`src/inc/frame_decoder_defines.svh`:
```
// constants for the bit-oriented frame type decoder
`ifndef FRAME_DECODER_DEFINES_SVH
`define FRAME_DECODER_DEFINES_SVH
`define FLAG_OCTET 8'h7E
`define OCT_ADDR 4'h1
`define OCT_CTRL 4'h2
`define OCT_PTYPE 4'h5
`define OCT_LENS 4'h6
`define OCT_CALLED 4'h7
`define OCT_CALLING 4'h8
`define OCT_FACLEN 4'h9
`define PT_CALL_REQ 8'h0B
`define PT_CALL_ACC 8'h0F
`define UMASK 8'hEF
`define U_NRM 8'h83
`define U_ARM 8'h03
`define U_ABM 8'h2F
`define U_NRME 8'hCF
`define U_ARME 8'h4F
`define U_ABME 8'h6F
`define OCT_LAST 4'hF
`define INFO_BIT 0
`define FMT_MSB 1
`define FMT_SUPER 2'h1
`define FMT_UNNUM 2'h3
`define PF_BIT 4
`define NR_MSB 7
`define NR_LSB 5
`define NS_MSB 3
`define NS_LSB 1
`define ST_MSB 3
`define ST_LSB 2
`define FAC_MSB 5
`endif

```
`src/inc/frame_decoder_pkg.sv`:
```
// types for the bit-oriented frame type decoder
package frame_decoder_pkg;
  typedef enum logic [1:0] {cls_none, cls_info, cls_super, cls_unnum} frame_class_t;
  typedef enum logic [2:0] {mode_none, mode_nrm, mode_arm, mode_abm,
    mode_nrme, mode_arme, mode_abme} mode_cmd_t;
  typedef enum logic [1:0] {pkt_none, pkt_call_req, pkt_call_acc} pkt_kind_t;
endpackage : frame_decoder_pkg

```
`src/core/octet_hold.sv`:
```
// small register holding one received octet
`timescale 1ns/1ps
`default_nettype none
module octet_hold #(
  parameter int W = 8
) (
  // clock, reset and enable
  input wire logic core_clk,
  input wire logic rstn,
  input wire logic ce,
  // load port
  input wire logic load,
  input wire logic [W-1:0] din,
  // held value
  output logic [W-1:0] dout
);
  initial begin
    if (W < 1) $error("octet_hold width must be positive");
  end
  // loads on strobe, clears at reset
  always_ff @(posedge core_clk) begin
    if (!rstn) begin
      dout <= '0;
    end else if (ce && load) begin
      dout <= din;
    end
  end
endmodule : octet_hold
`default_nettype wire

```
`src/core/frame_type_decoder.sv`:
```
// frame class, supervisory type, mode command and call packet decoder
// Functional notes
// [RULE1] rightmost control bit zero means information
// [RULE2] supervisory pattern marks supervisory frame
// [RULE3] supervisory bits 01, next two select type
// [RULE4] both rightmost bits one means unnumbered
// [RULE5] match mode commands ignoring poll bit
// [RULE6] match extended mode commands ignoring poll bit
// [RULE7] call request/accepted types and field octets
// [RULE8] frames bounded by 7E flag octets
// [RULE9] address tells command from response
// [RULE10] outputs valid one clock after control
`timescale 1ns/1ps
`default_nettype none
`include "frame_decoder_defines.svh"
module frame_type_decoder (
  // clock, reset, enable
  input wire logic core_clk,
  input wire logic rstn,
  input wire logic ce,
  // observed octet stream
  input wire logic oct_valid,
  input wire logic [7:0] oct_data,
  // station address of the local side
  input wire logic [7:0] own_addr,
  // frame classification
  output logic ctrl_valid_q,
  output frame_decoder_pkg::frame_class_t class_q,
  output logic [1:0] super_type_q,
  output frame_decoder_pkg::mode_cmd_t mode_q,
  output logic poll_q,
  output logic [2:0] send_seq_q,
  output logic [2:0] recv_seq_q,
  output logic is_command_q,
  // call setup packet fields
  output logic pkt_valid_q,
  output frame_decoder_pkg::pkt_kind_t pkt_q,
  output logic [7:0] addr_lens_q,
  output logic [7:0] called_q,
  output logic [7:0] calling_q,
  output logic [5:0] fac_len_q
);
  // octet position within frame, 0 means idle/after flag
  logic [3:0] pos_q;
  logic in_frame_q;
  logic [7:0] addr_hold;
  // mode command match ignoring poll bit
  function automatic frame_decoder_pkg::mode_cmd_t mode_of(input logic [7:0] c);
    logic [7:0] m;
    m = c & `UMASK;
    case (m)
      `U_NRM: mode_of = frame_decoder_pkg::mode_nrm; // RULE5
      `U_ARM: mode_of = frame_decoder_pkg::mode_arm; // RULE5
      `U_ABM: mode_of = frame_decoder_pkg::mode_abm; // RULE5
      `U_NRME: mode_of = frame_decoder_pkg::mode_nrme; // RULE6
      `U_ARME: mode_of = frame_decoder_pkg::mode_arme; // RULE6
      `U_ABME: mode_of = frame_decoder_pkg::mode_abme; // RULE6
      default: mode_of = frame_decoder_pkg::mode_none;
    endcase
  endfunction : mode_of
  // decode wires
  wire logic take = ce && oct_valid;
  wire logic is_flag = oct_data == `FLAG_OCTET; // RULE8
  // frame octet number of the octet now offered, address is octet one
  wire logic [3:0] oct_num = pos_q + 4'h1;
  wire logic at_addr = take && !is_flag && in_frame_q && oct_num == `OCT_ADDR;
  wire logic at_ctrl = take && !is_flag && in_frame_q && oct_num == `OCT_CTRL;
  wire logic at_data = take && !is_flag && in_frame_q && oct_num > `OCT_CTRL;
  wire logic c_info = !oct_data[`INFO_BIT]; // RULE1
  wire logic c_super = oct_data[`FMT_MSB:0] == `FMT_SUPER; // RULE2 RULE3
  wire logic c_unnum = oct_data[`FMT_MSB:0] == `FMT_UNNUM; // RULE4
  wire logic pkt_ok = class_q == frame_decoder_pkg::cls_info;
  // captures address octet for command/response split
  octet_hold #(.W(8)) u_addr (
    .core_clk(core_clk),
    .rstn(rstn),
    .ce(ce),
    .load(at_addr),
    .din(oct_data),
    .dout(addr_hold)
  );
  // frame position tracking; flag opens or closes a frame
  always_ff @(posedge core_clk) begin
    if (!rstn) begin
      pos_q <= 4'h0;
      in_frame_q <= 1'b0;
    end else if (take) begin
      if (is_flag) begin
        pos_q <= 4'h0; // RULE8
        in_frame_q <= 1'b1;
      end else if (in_frame_q && pos_q != `OCT_LAST) begin
        pos_q <= pos_q + 4'h1;
      end
    end
  end
  // control octet classification, held until next control octet; ctrl_valid_q clears at the next address octet
  always_ff @(posedge core_clk) begin
    if (!rstn) begin
      ctrl_valid_q <= 1'b0;
      class_q <= frame_decoder_pkg::cls_none;
      super_type_q <= 2'h0;
      mode_q <= frame_decoder_pkg::mode_none;
      poll_q <= 1'b0;
      send_seq_q <= 3'h0;
      recv_seq_q <= 3'h0;
      is_command_q <= 1'b0;
    end else if (ce) begin
      if (at_addr) begin
        ctrl_valid_q <= 1'b0; // RULE10
      end else if (at_ctrl) begin
        ctrl_valid_q <= 1'b1; // RULE10
        poll_q <= oct_data[`PF_BIT];
        recv_seq_q <= oct_data[`NR_MSB:`NR_LSB];
        is_command_q <= addr_hold != own_addr; // RULE9
        send_seq_q <= c_info ? oct_data[`NS_MSB:`NS_LSB] : 3'h0; // RULE1 RULE2
        super_type_q <= c_super ? oct_data[`ST_MSB:`ST_LSB] : 2'h0; // RULE3
        mode_q <= c_unnum ? mode_of(oct_data) : frame_decoder_pkg::mode_none;
        if (c_info) begin
          class_q <= frame_decoder_pkg::cls_info; // RULE1
        end else if (c_super) begin
          class_q <= frame_decoder_pkg::cls_super; // RULE2
        end else begin
          class_q <= frame_decoder_pkg::cls_unnum; // RULE4
        end
      end
    end
  end
  // packet header fields in information frames
  always_ff @(posedge core_clk) begin
    if (!rstn) begin
      pkt_valid_q <= 1'b0;
      pkt_q <= frame_decoder_pkg::pkt_none;
      addr_lens_q <= 8'h00;
      called_q <= 8'h00;
      calling_q <= 8'h00;
      fac_len_q <= 6'h00;
    end else if (ce) begin
      if (at_addr) begin
        pkt_valid_q <= 1'b0;
        pkt_q <= frame_decoder_pkg::pkt_none;
      end else if (at_data && pkt_ok) begin
        case (oct_num)
          `OCT_PTYPE: begin
            if (oct_data == `PT_CALL_REQ) begin
              pkt_q <= frame_decoder_pkg::pkt_call_req; // RULE7
            end else if (oct_data == `PT_CALL_ACC) begin
              pkt_q <= frame_decoder_pkg::pkt_call_acc; // RULE7
            end
          end
          `OCT_LENS: addr_lens_q <= oct_data; // RULE7
          `OCT_CALLED: called_q <= oct_data; // RULE7
          `OCT_CALLING: calling_q <= oct_data; // RULE7
          `OCT_FACLEN: begin
            fac_len_q <= oct_data[`FAC_MSB:0]; // RULE7
            pkt_valid_q <= pkt_q != frame_decoder_pkg::pkt_none;
          end
          default: begin
          end
        endcase
      end
    end
  end
  // checks
  chk_info_class: assert property (@(posedge core_clk) disable iff (!rstn) // RULE1
    at_ctrl && !oct_data[0] |=> class_q == frame_decoder_pkg::cls_info)
    else $error("info frame misclassified");
  chk_super_class: assert property (@(posedge core_clk) disable iff (!rstn) // RULE2
    at_ctrl && oct_data[1:0] == 2'b01 |=> class_q == frame_decoder_pkg::cls_super)
    else $error("supervisory frame misclassified");
  chk_super_type: assert property (@(posedge core_clk) disable iff (!rstn) // RULE3
    at_ctrl && c_super |=> super_type_q == $past(oct_data[3:2]))
    else $error("supervisory type wrong");
  chk_unnum_class: assert property (@(posedge core_clk) disable iff (!rstn) // RULE4
    at_ctrl && oct_data[1:0] == 2'b11 |=> class_q == frame_decoder_pkg::cls_unnum)
    else $error("unnumbered frame misclassified");
  // mode commands, one check per code, poll bit masked
  chk_mode_nrm: assert property (@(posedge core_clk) disable iff (!rstn) // RULE5
    at_ctrl && (oct_data & `UMASK) == `U_NRM |=> mode_q == frame_decoder_pkg::mode_nrm)
    else $error("normal mode command missed");
  chk_mode_arm: assert property (@(posedge core_clk) disable iff (!rstn) // RULE5
    at_ctrl && (oct_data & `UMASK) == `U_ARM |=> mode_q == frame_decoder_pkg::mode_arm)
    else $error("asynchronous response mode missed");
  chk_mode_abm: assert property (@(posedge core_clk) disable iff (!rstn) // RULE5
    at_ctrl && (oct_data & `UMASK) == `U_ABM |=> mode_q == frame_decoder_pkg::mode_abm)
    else $error("asynchronous balanced mode missed");
  chk_mode_nrme: assert property (@(posedge core_clk) disable iff (!rstn) // RULE6
    at_ctrl && (oct_data & `UMASK) == `U_NRME |=> mode_q == frame_decoder_pkg::mode_nrme)
    else $error("extended normal mode missed");
  chk_mode_arme: assert property (@(posedge core_clk) disable iff (!rstn) // RULE6
    at_ctrl && (oct_data & `UMASK) == `U_ARME |=> mode_q == frame_decoder_pkg::mode_arme)
    else $error("extended asynchronous mode missed");
  chk_mode_abme: assert property (@(posedge core_clk) disable iff (!rstn) // RULE6
    at_ctrl && (oct_data & `UMASK) == `U_ABME |=> mode_q == frame_decoder_pkg::mode_abme)
    else $error("extended balanced mode missed");
  // call setup packet type at its frame octet, fields only in info frames
  chk_call_req: assert property (@(posedge core_clk) disable iff (!rstn) // RULE7
    at_data && pkt_ok && oct_num == `OCT_PTYPE && oct_data == `PT_CALL_REQ
    |=> pkt_q == frame_decoder_pkg::pkt_call_req)
    else $error("call request missed");
  chk_call_acc: assert property (@(posedge core_clk) disable iff (!rstn) // RULE7
    at_data && pkt_ok && oct_num == `OCT_PTYPE && oct_data == `PT_CALL_ACC
    |=> pkt_q == frame_decoder_pkg::pkt_call_acc)
    else $error("call accepted missed");
  chk_pkt_info_only: assert property (@(posedge core_clk) disable iff (!rstn) // RULE7
    pkt_valid_q |-> class_q == frame_decoder_pkg::cls_info)
    else $error("packet fields flagged outside info frame");
  chk_flag_reset: assert property (@(posedge core_clk) disable iff (!rstn) // RULE8
    take && is_flag |=> pos_q == 4'h0 && in_frame_q)
    else $error("flag did not restart frame");
  // valid strobe rises one clock after control, holds until next address
  chk_valid_timing: assert property (@(posedge core_clk) disable iff (!rstn) // RULE10
    at_ctrl |=> ctrl_valid_q)
    else $error("valid strobe late");
  chk_valid_rise: assert property (@(posedge core_clk) disable iff (!rstn) // RULE10
    $rose(ctrl_valid_q) |-> $past(at_ctrl))
    else $error("valid strobe without control octet");
  chk_valid_hold: assert property (@(posedge core_clk) disable iff (!rstn) // RULE10
    ctrl_valid_q && !at_addr |=> ctrl_valid_q)
    else $error("valid strobe dropped early");
  chk_enable_freeze: assert property (@(posedge core_clk) disable iff (!rstn) // RULE10
    !ce |=> $stable(class_q) && $stable(pos_q) && $stable(pkt_q))
    else $error("state moved while enable low");
endmodule : frame_type_decoder
`default_nettype wire

```
`config.mk`:
```
export PLATFORM = sky130hd
export DESIGN_NAME = frame_type_decoder
export DESIGN_NICKNAME = d
export VERILOG_FILES = /design/src/inc/frame_decoder_pkg.sv /design/src/core/octet_hold.sv /design/src/core/frame_type_decoder.sv
export VERILOG_INCLUDE_DIRS = /design/src /design/src/inc
export SDC_FILE = /design/constraint.sdc
export NUM_CORES = 1
export LEC_CHECK = 0
export BUFFER_PORTS_ARGS = -buffer_cell sky130_fd_sc_hd__buf_2
export CELL_PAD_IN_SITES_DETAIL_PLACEMENT = 2
export CELL_PAD_IN_SITES_GLOBAL_PLACEMENT = 2
export CORE_ASPECT_RATIO = 1.1
export CORE_MARGIN = 2
export CORE_UTILIZATION = 32
export CTS_BUF_LIST = sky130_fd_sc_hd__clkbuf_16
export CTS_CLUSTER_SIZE = 40
export DETAILED_ROUTE_END_ITERATION = 10
export GPL_ROUTABILITY_DRIVEN = 1
export PLACE_DENSITY = 0.84
export SKIP_CTS_REPAIR_TIMING = 1
export SKIP_LAST_GASP = 1
export SYNTH_ARGS = -nofsm -noshare
export SYNTH_HDL_FRONTEND = slang
export SYNTH_SLANG_ARGS = --single-unit
```
`constraint.sdc`:
```
create_clock -name core_clk -period 2.66 [get_ports core_clk]
set_input_delay 0.133 -clock core_clk [delete_from_list [all_inputs] [get_ports core_clk]]
set_output_delay 0.133 -clock core_clk [all_outputs]
set_load 0.01 [all_outputs]
```
======== After elaboration in Yosys (flattened, before gate mapping) ========
Index checks and enable logic that the tools add are counted.
storage, ports and cells
  register bits after elaboration ......... 62
  output and inout bits ................... 49
  logic and storage cells ................. 86
cells by class
  add/sub/neg operators ................... 1
  magnitude comparators ................... 1
  eq/ne operators ......................... 21
  multiplexer cells ....................... 18
  bitwise logic cells ..................... 1
  reduce and logical (&&, ||, !) cells .... 27
operator list
  kind                   number
  $reduce_and A4 Y1      5
  $pmux W3 S6            1
  $eq A8 B4 Y1 const B   2
  $eq A7 B6 Y1 const B   2
  $eq A7 B7 Y1 const B   2
  $mux W2                7
  $eq A4 B3 Y1 const B   3
  $reduce_bool A2 Y1     6
  $logic_and A1 B1 Y1    9
  $eq A4 B4 Y1 const B   2
  $eq A8 B7 Y1 const B   1
  $mux W4                2
  $ne A8 B8 Y1           1
  $eq A7 B2 Y1 const B   1
  $eq A7 B5 Y1 const B   1
  $mux W1                6
  $mux W3                2
  $reduce_and A2 Y1      3
  $reduce_and A3 Y1      2
  $add A4 B1 Y4 const B  1
  $eq A2 B1 Y1 const B   2
  $eq A4 B1 Y1 const B   1
  $eq A4 B2 Y1 const B   1
  $gt A4 B2 Y1 const B   1
  other kinds (5)        5

======== Depth between registers and ports, before layout ========
  depth after elaboration ................. 8
  depth in mapped cells ................... 7

======== Cells and area by module ========
A second synthesis with hierarchy kept.
unflattened totals
  cells, all modules ...................... 330
  area, all modules ....................... 2977.9 um^2
modules (own cells, without submodules)
  module              instances  cells each  area an instance (um^2)  seq. area each (um^2)
  frame_type_decoder  1          292         2618.8                   1081.0
  octet_hold          1          38          359.1                    160.2

======== Worst setup path before layout ========
No wires, ideal clock.
  path type ............................... flip-flop to flip-flop
  start ................................... reg pos_q[0]
  end ..................................... reg pkt_valid_q
  library setup time ...................... 0.122 ns
  arrival time ............................ 1.798 ns
  path slack .............................. 0.741 ns
  stages on the path, launching flop included .. 7
  path buffers ............................ 1
  path through ............................ dfxtp_1 ha_1 and2_2 a21bo_1 a211o_2 buf_6 o311a_1
between the ends
  longest elaborated chain between the ends .. 6
  elaborated cells between the ends (all ways) .. 11
  those cells by class .................... 1 x add/sub; 1 x order compare; 2 x eq/ne; 1 x mux; 6 x reduce/logical
RTL lines
  element                        line                       RTL
  start: declaration             frame_type_decoder.sv:44   logic [3:0] pos_q;
  start signal: assignment       frame_type_decoder.sv:92   pos_q <= pos_q + 4'h1;
  $add A4 B1 Y4 *                frame_type_decoder.sv:65   wire logic [3:0] oct_num = pos_q + 4'h1;
  $gt A4 B2 Y1 (no line)         n/a
  $logic_and A1 B1 Y1 (no line)  n/a
  $logic_and A1 B1 Y1            frame_type_decoder.sv:141  end else if (at_data && pkt_ok) begin
  $reduce_bool A2 Y1 (no line)   n/a
  $reduce_and A3 Y1 (no line)    n/a
  end signal: assignment         frame_type_decoder.sv:155  pkt_valid_q <= pkt_q != frame_decoder_pkg::pkt_none;
  end: declaration               frame_type_decoder.sv:36   output logic pkt_valid_q,
Every way passes the cells marked *; elsewhere a longest branch is shown, timed or not.
A chain may end at the register's enable or synchronous reset.

======== Worst setup path in the final report ========
  start ................................... reg pos_q[1]
  end ..................................... reg addr_lens_q[7]
between the ends
  longest elaborated chain between the ends .. 5
  elaborated cells between the ends (all ways) .. 9
  those cells by class .................... 1 x add/sub; 1 x order compare; 2 x eq/ne; 1 x bitwise; 4 x reduce/logical
RTL lines
  element                                                        line                       RTL
  $add A4 B1 Y4 *                                                frame_type_decoder.sv:65
  $gt A4 B2 Y1 (no line) / $eq A4 B1 Y1 (equally long branches)  n/a
  $logic_and A1 B1 Y1 (no line)                                  n/a
  $logic_and A1 B1 Y1 / $not A1 Y1 (equally long branches)       n/a
  $reduce_and A4 Y1 (no line) *                                  n/a
  end signal: assignment                                         frame_type_decoder.sv:150  `OCT_LENS: addr_lens_q <= oct_data;
  end: declaration                                               frame_type_decoder.sv:38   output logic [7:0] addr_lens_q,
Marked as above.

==> qor.csv <==
stage;metric;value;unit
setup_path;max incr delay on CP;0.50;ns
routing;ANT nets after route;0;
routing;per-cell routed wire length;18.5;µm
setup_path;Worst Path Arrival;2.47;ns
synth;Post-synth EDFFs;0;
routing;DR vias/cell;5.15;
clock_network;Worst-path clk slew;0.06;ns
sta;TNS Setup;0;ns
sta;Period minus WS final;2.22;ns
setup_path;Crit Path Category;flop to flop;
setup_path;Required @ worst endpoint;2.90;ns
min_path;class of the worst hold path;input port to flop;
cells_and_area;layout cells sized above 1;29.9;%
power;maximum vdd drop;0.287;mV
sta;Fin. Hold Viols;0;
routing;first drt pass iteration count;4;
sta;relative slew slack;52.4;%
floorplan;row count;35;
floorplan;Die Area;9530;µm²
floorplan;DIE WIDTH;93.3;µm
floorplan;core area;8450;µm²
setup_path;Buf/Inv on CP;0;
synth;Yosys reg bits;62;
power;total power;2410;µW
grt;global route overflow;0;
floorplan;I/O pin count;69;
setup_path;R2R setup slack;0.44;ns
job;Max Cap Violations;0;
synth;Distinct cells, synth;51;
synth;sequential area share after synthesis;44.3;%
grt;vias in the first global route;2667;
power;leakage power;0.00171;µW
synth;Synth Cell Area;2800;µm²
sta;# setup viols final;0;
outcome;outcome;finished clean;
place;Routability Congestion;0.798;
routing;number of DRC markers in iteration 0;87;
place;DP Area;3200;µm²
sta;fmax;450;MHz
place;HPWL Detailed;6.18;mm
cells_and_area;commonest non-fill, non-tap cell in the layout;buf_2;
cells_and_area;fin nets;388;
place;port bufs;68;
setup_path;Startpoint Class;flop;
cells_and_area;n_diodes;0;
sta;part of the cycle the worst path needs;83.6;%
setup_path;CP delay by family, top;simple AND/OR/NAND/NOR gates;
floorplan;die height;102;µm
synth;Cells after Synth;299;
clock_network;total CTS buffers;9;
cells_and_area;final instance area;3550;µm²
clock_network;H-tree depth;3;
routing;via count;2469;
routing;DRC;0;
synth;Syn Nets;324;
floorplan;initial core utilization;33.2;%
setup_path;Max FO, Critical Path;8;
grt;All-Layer GR Usage;19.7;%
cells_and_area;highest-count cells in the layout ignoring fill and taps;buf_2, dfxtp_1, nand2_1, mux2i_1, nor2_1;
power;PD cells;679;nW/µm²
clock_network;Root Driver;clkbuf_16;
sta;RSZ-0062 raised after global routing;no;
sta;Final Skew;0.00733;ns
clock_network;clock tree buffer depth;2;
sta;Worst-Margin Slew;0.710;ns
clock_network;CTS Sinks;62;
clock_network;TritonCTS clock tree;built;
grt;first-pass GRT wire length;14.4;mm
setup_path;endpoint class of the critical path;flop;
synth;asr flop ratio synth;0;%
setup_path;crit-path cells;ha_1 > nor3b_1 > a31oi_1 > nor3b_1 > nand2_2 > mux2i_1;
clock_network;Clk Latency, worst-skew pair;0.33;ns
setup_path;most frequent CP cell;nor3b_1;
sta;final count of pins violating max slew;0;
setup_path;CP max-delay cell;dfxtp_1;
routing;Routed WL;8.87;mm
grt;initial antenna violation count;0;
synth;Warnings, synthesis;0;
synth;syn avg cell area;9.38;µm²
grt;largest net degree at the start of global routing;39;
synth;Main synth FF type;dfxtp_1;
cells_and_area;synth-to-layout area growth;26.6;%
-- worst min-delay path: cells and delay by family --
family / cells / cell delay, ns
simple gates: 1 / 0.07
compound gates: 1 / 0.07
buf+inv: 1 / 0.11
-- where the power goes --
group	internal (µW)	switching (µW)
Sequential	929	0.0458
Clock	931	467
Combinational	23.5	61.9
Total	1880	529
-- final timing paths --
kind,from,depth (start not counted),end
max,pos_q[1]$_SDFFE_PN0P_,6,addr_lens_q[7]$_SDFFE_PN0P_
max reg2reg,pos_q[1]$_SDFFE_PN0P_,6,addr_lens_q[7]$_SDFFE_PN0P_
min,oct_valid,3,in_frame_q$_SDFFE_PN0P_
min reg2reg,send_seq_q[2]$_SDFFE_PN0P_,2,send_seq_q[2]$_SDFFE_PN0P_
-- cell type report --
cell class                 count  area (µm²)
clock inverter                 7         128
multi-input combinational    215        1440
fill                         944        4900
inverter                       4        15.0
timing repair buffer          71         363
clock buffer                   9         225
sequential                    62        1240
tap                          111         139
-- cells by family (layout without fill, tap and decap cells) --
kind of cell             count (synthesis)  after routing  synth area share (%)
AO/OA/AOI/OAI                           34             34                  8.97
XOR/XNOR                                 9              9                  2.81
multiplexers                            40             40                  14.3
flip-flops                              62             62                  44.3
adder cells (fa/ha/maj)                  5              5                  2.23
buffers and inverters                   22             91                  4.55
AND/OR/NAND/NOR                        127            127                  22.9
-- cells in the mapped netlist (2+ instances only) --
library cell	instances	share of area, %
inv_1	3	0.40
ha_1	5	2.2
a21oi_1	4	0.71
o21ai_1	4	0.71
nor3b_1	4	1.1
dfxtp_1	62	44
nand3b_1	2	0.54
nor3_1	5	0.89
buf_2	5	0.89
o21ai_0	7	1.2
nor2b_1	3	0.67
nand3_1	7	1.2
or3_2	2	0.54
nor2_1	28	3.7
nand4_1	4	0.89
nand4b_1	2	0.62
nor4_1	3	0.67
a31oi_1	2	0.45
buf_6	5	2.0
o21ai_2	3	0.94
mux2i_1	40	14
nand4b_2	2	1.1
xor2_1	8	2.5
nand2_1	54	7.2
nand2_2	2	0.45
a31o_2	2	0.62
clkbuf_1	7	0.94
-- through the flow --
| step | util (%) | cells | hold slack, ns | setup WS [ns] |
|---|---|---|---|---|
| finish | 42.0 | 479 | 0.0954 | 0.436 |
| global route | 42.0 | 479 | 0.112 | 0.203 |
| CTS | 42.0 | 479 | 0.0875 | 0.407 |
| detailed placement | 37.8 | 463 | 0.427 | 0.524 |
| global placement | 37.8 | 463 | 0.416 | 0.640 |
| floorplan | - | 299 | 0.276 | 0.741 |
-- per-layer routing --
layer	part of all wire (%)	GRT usage [%]
met5	0	0
met4	2.0	8.48
met3	4.0	3.76
met2	50	33.5
met1	44	24.5
-- flip-flops by register name, indices dropped and copies added, names as in the netlist, 3 cells and up --
| register | flops |
|---|---|
| addr_lens_q | 8 |
| called_q | 8 |
| calling_q | 8 |
| u_addr.dout | 8 |
| fac_len_q | 6 |
| pos_q | 4 |
| mode_q | 3 |
| recv_seq_q | 3 |
| send_seq_q | 3 |
Note: power is estimated with default switching activity, not from simulation.
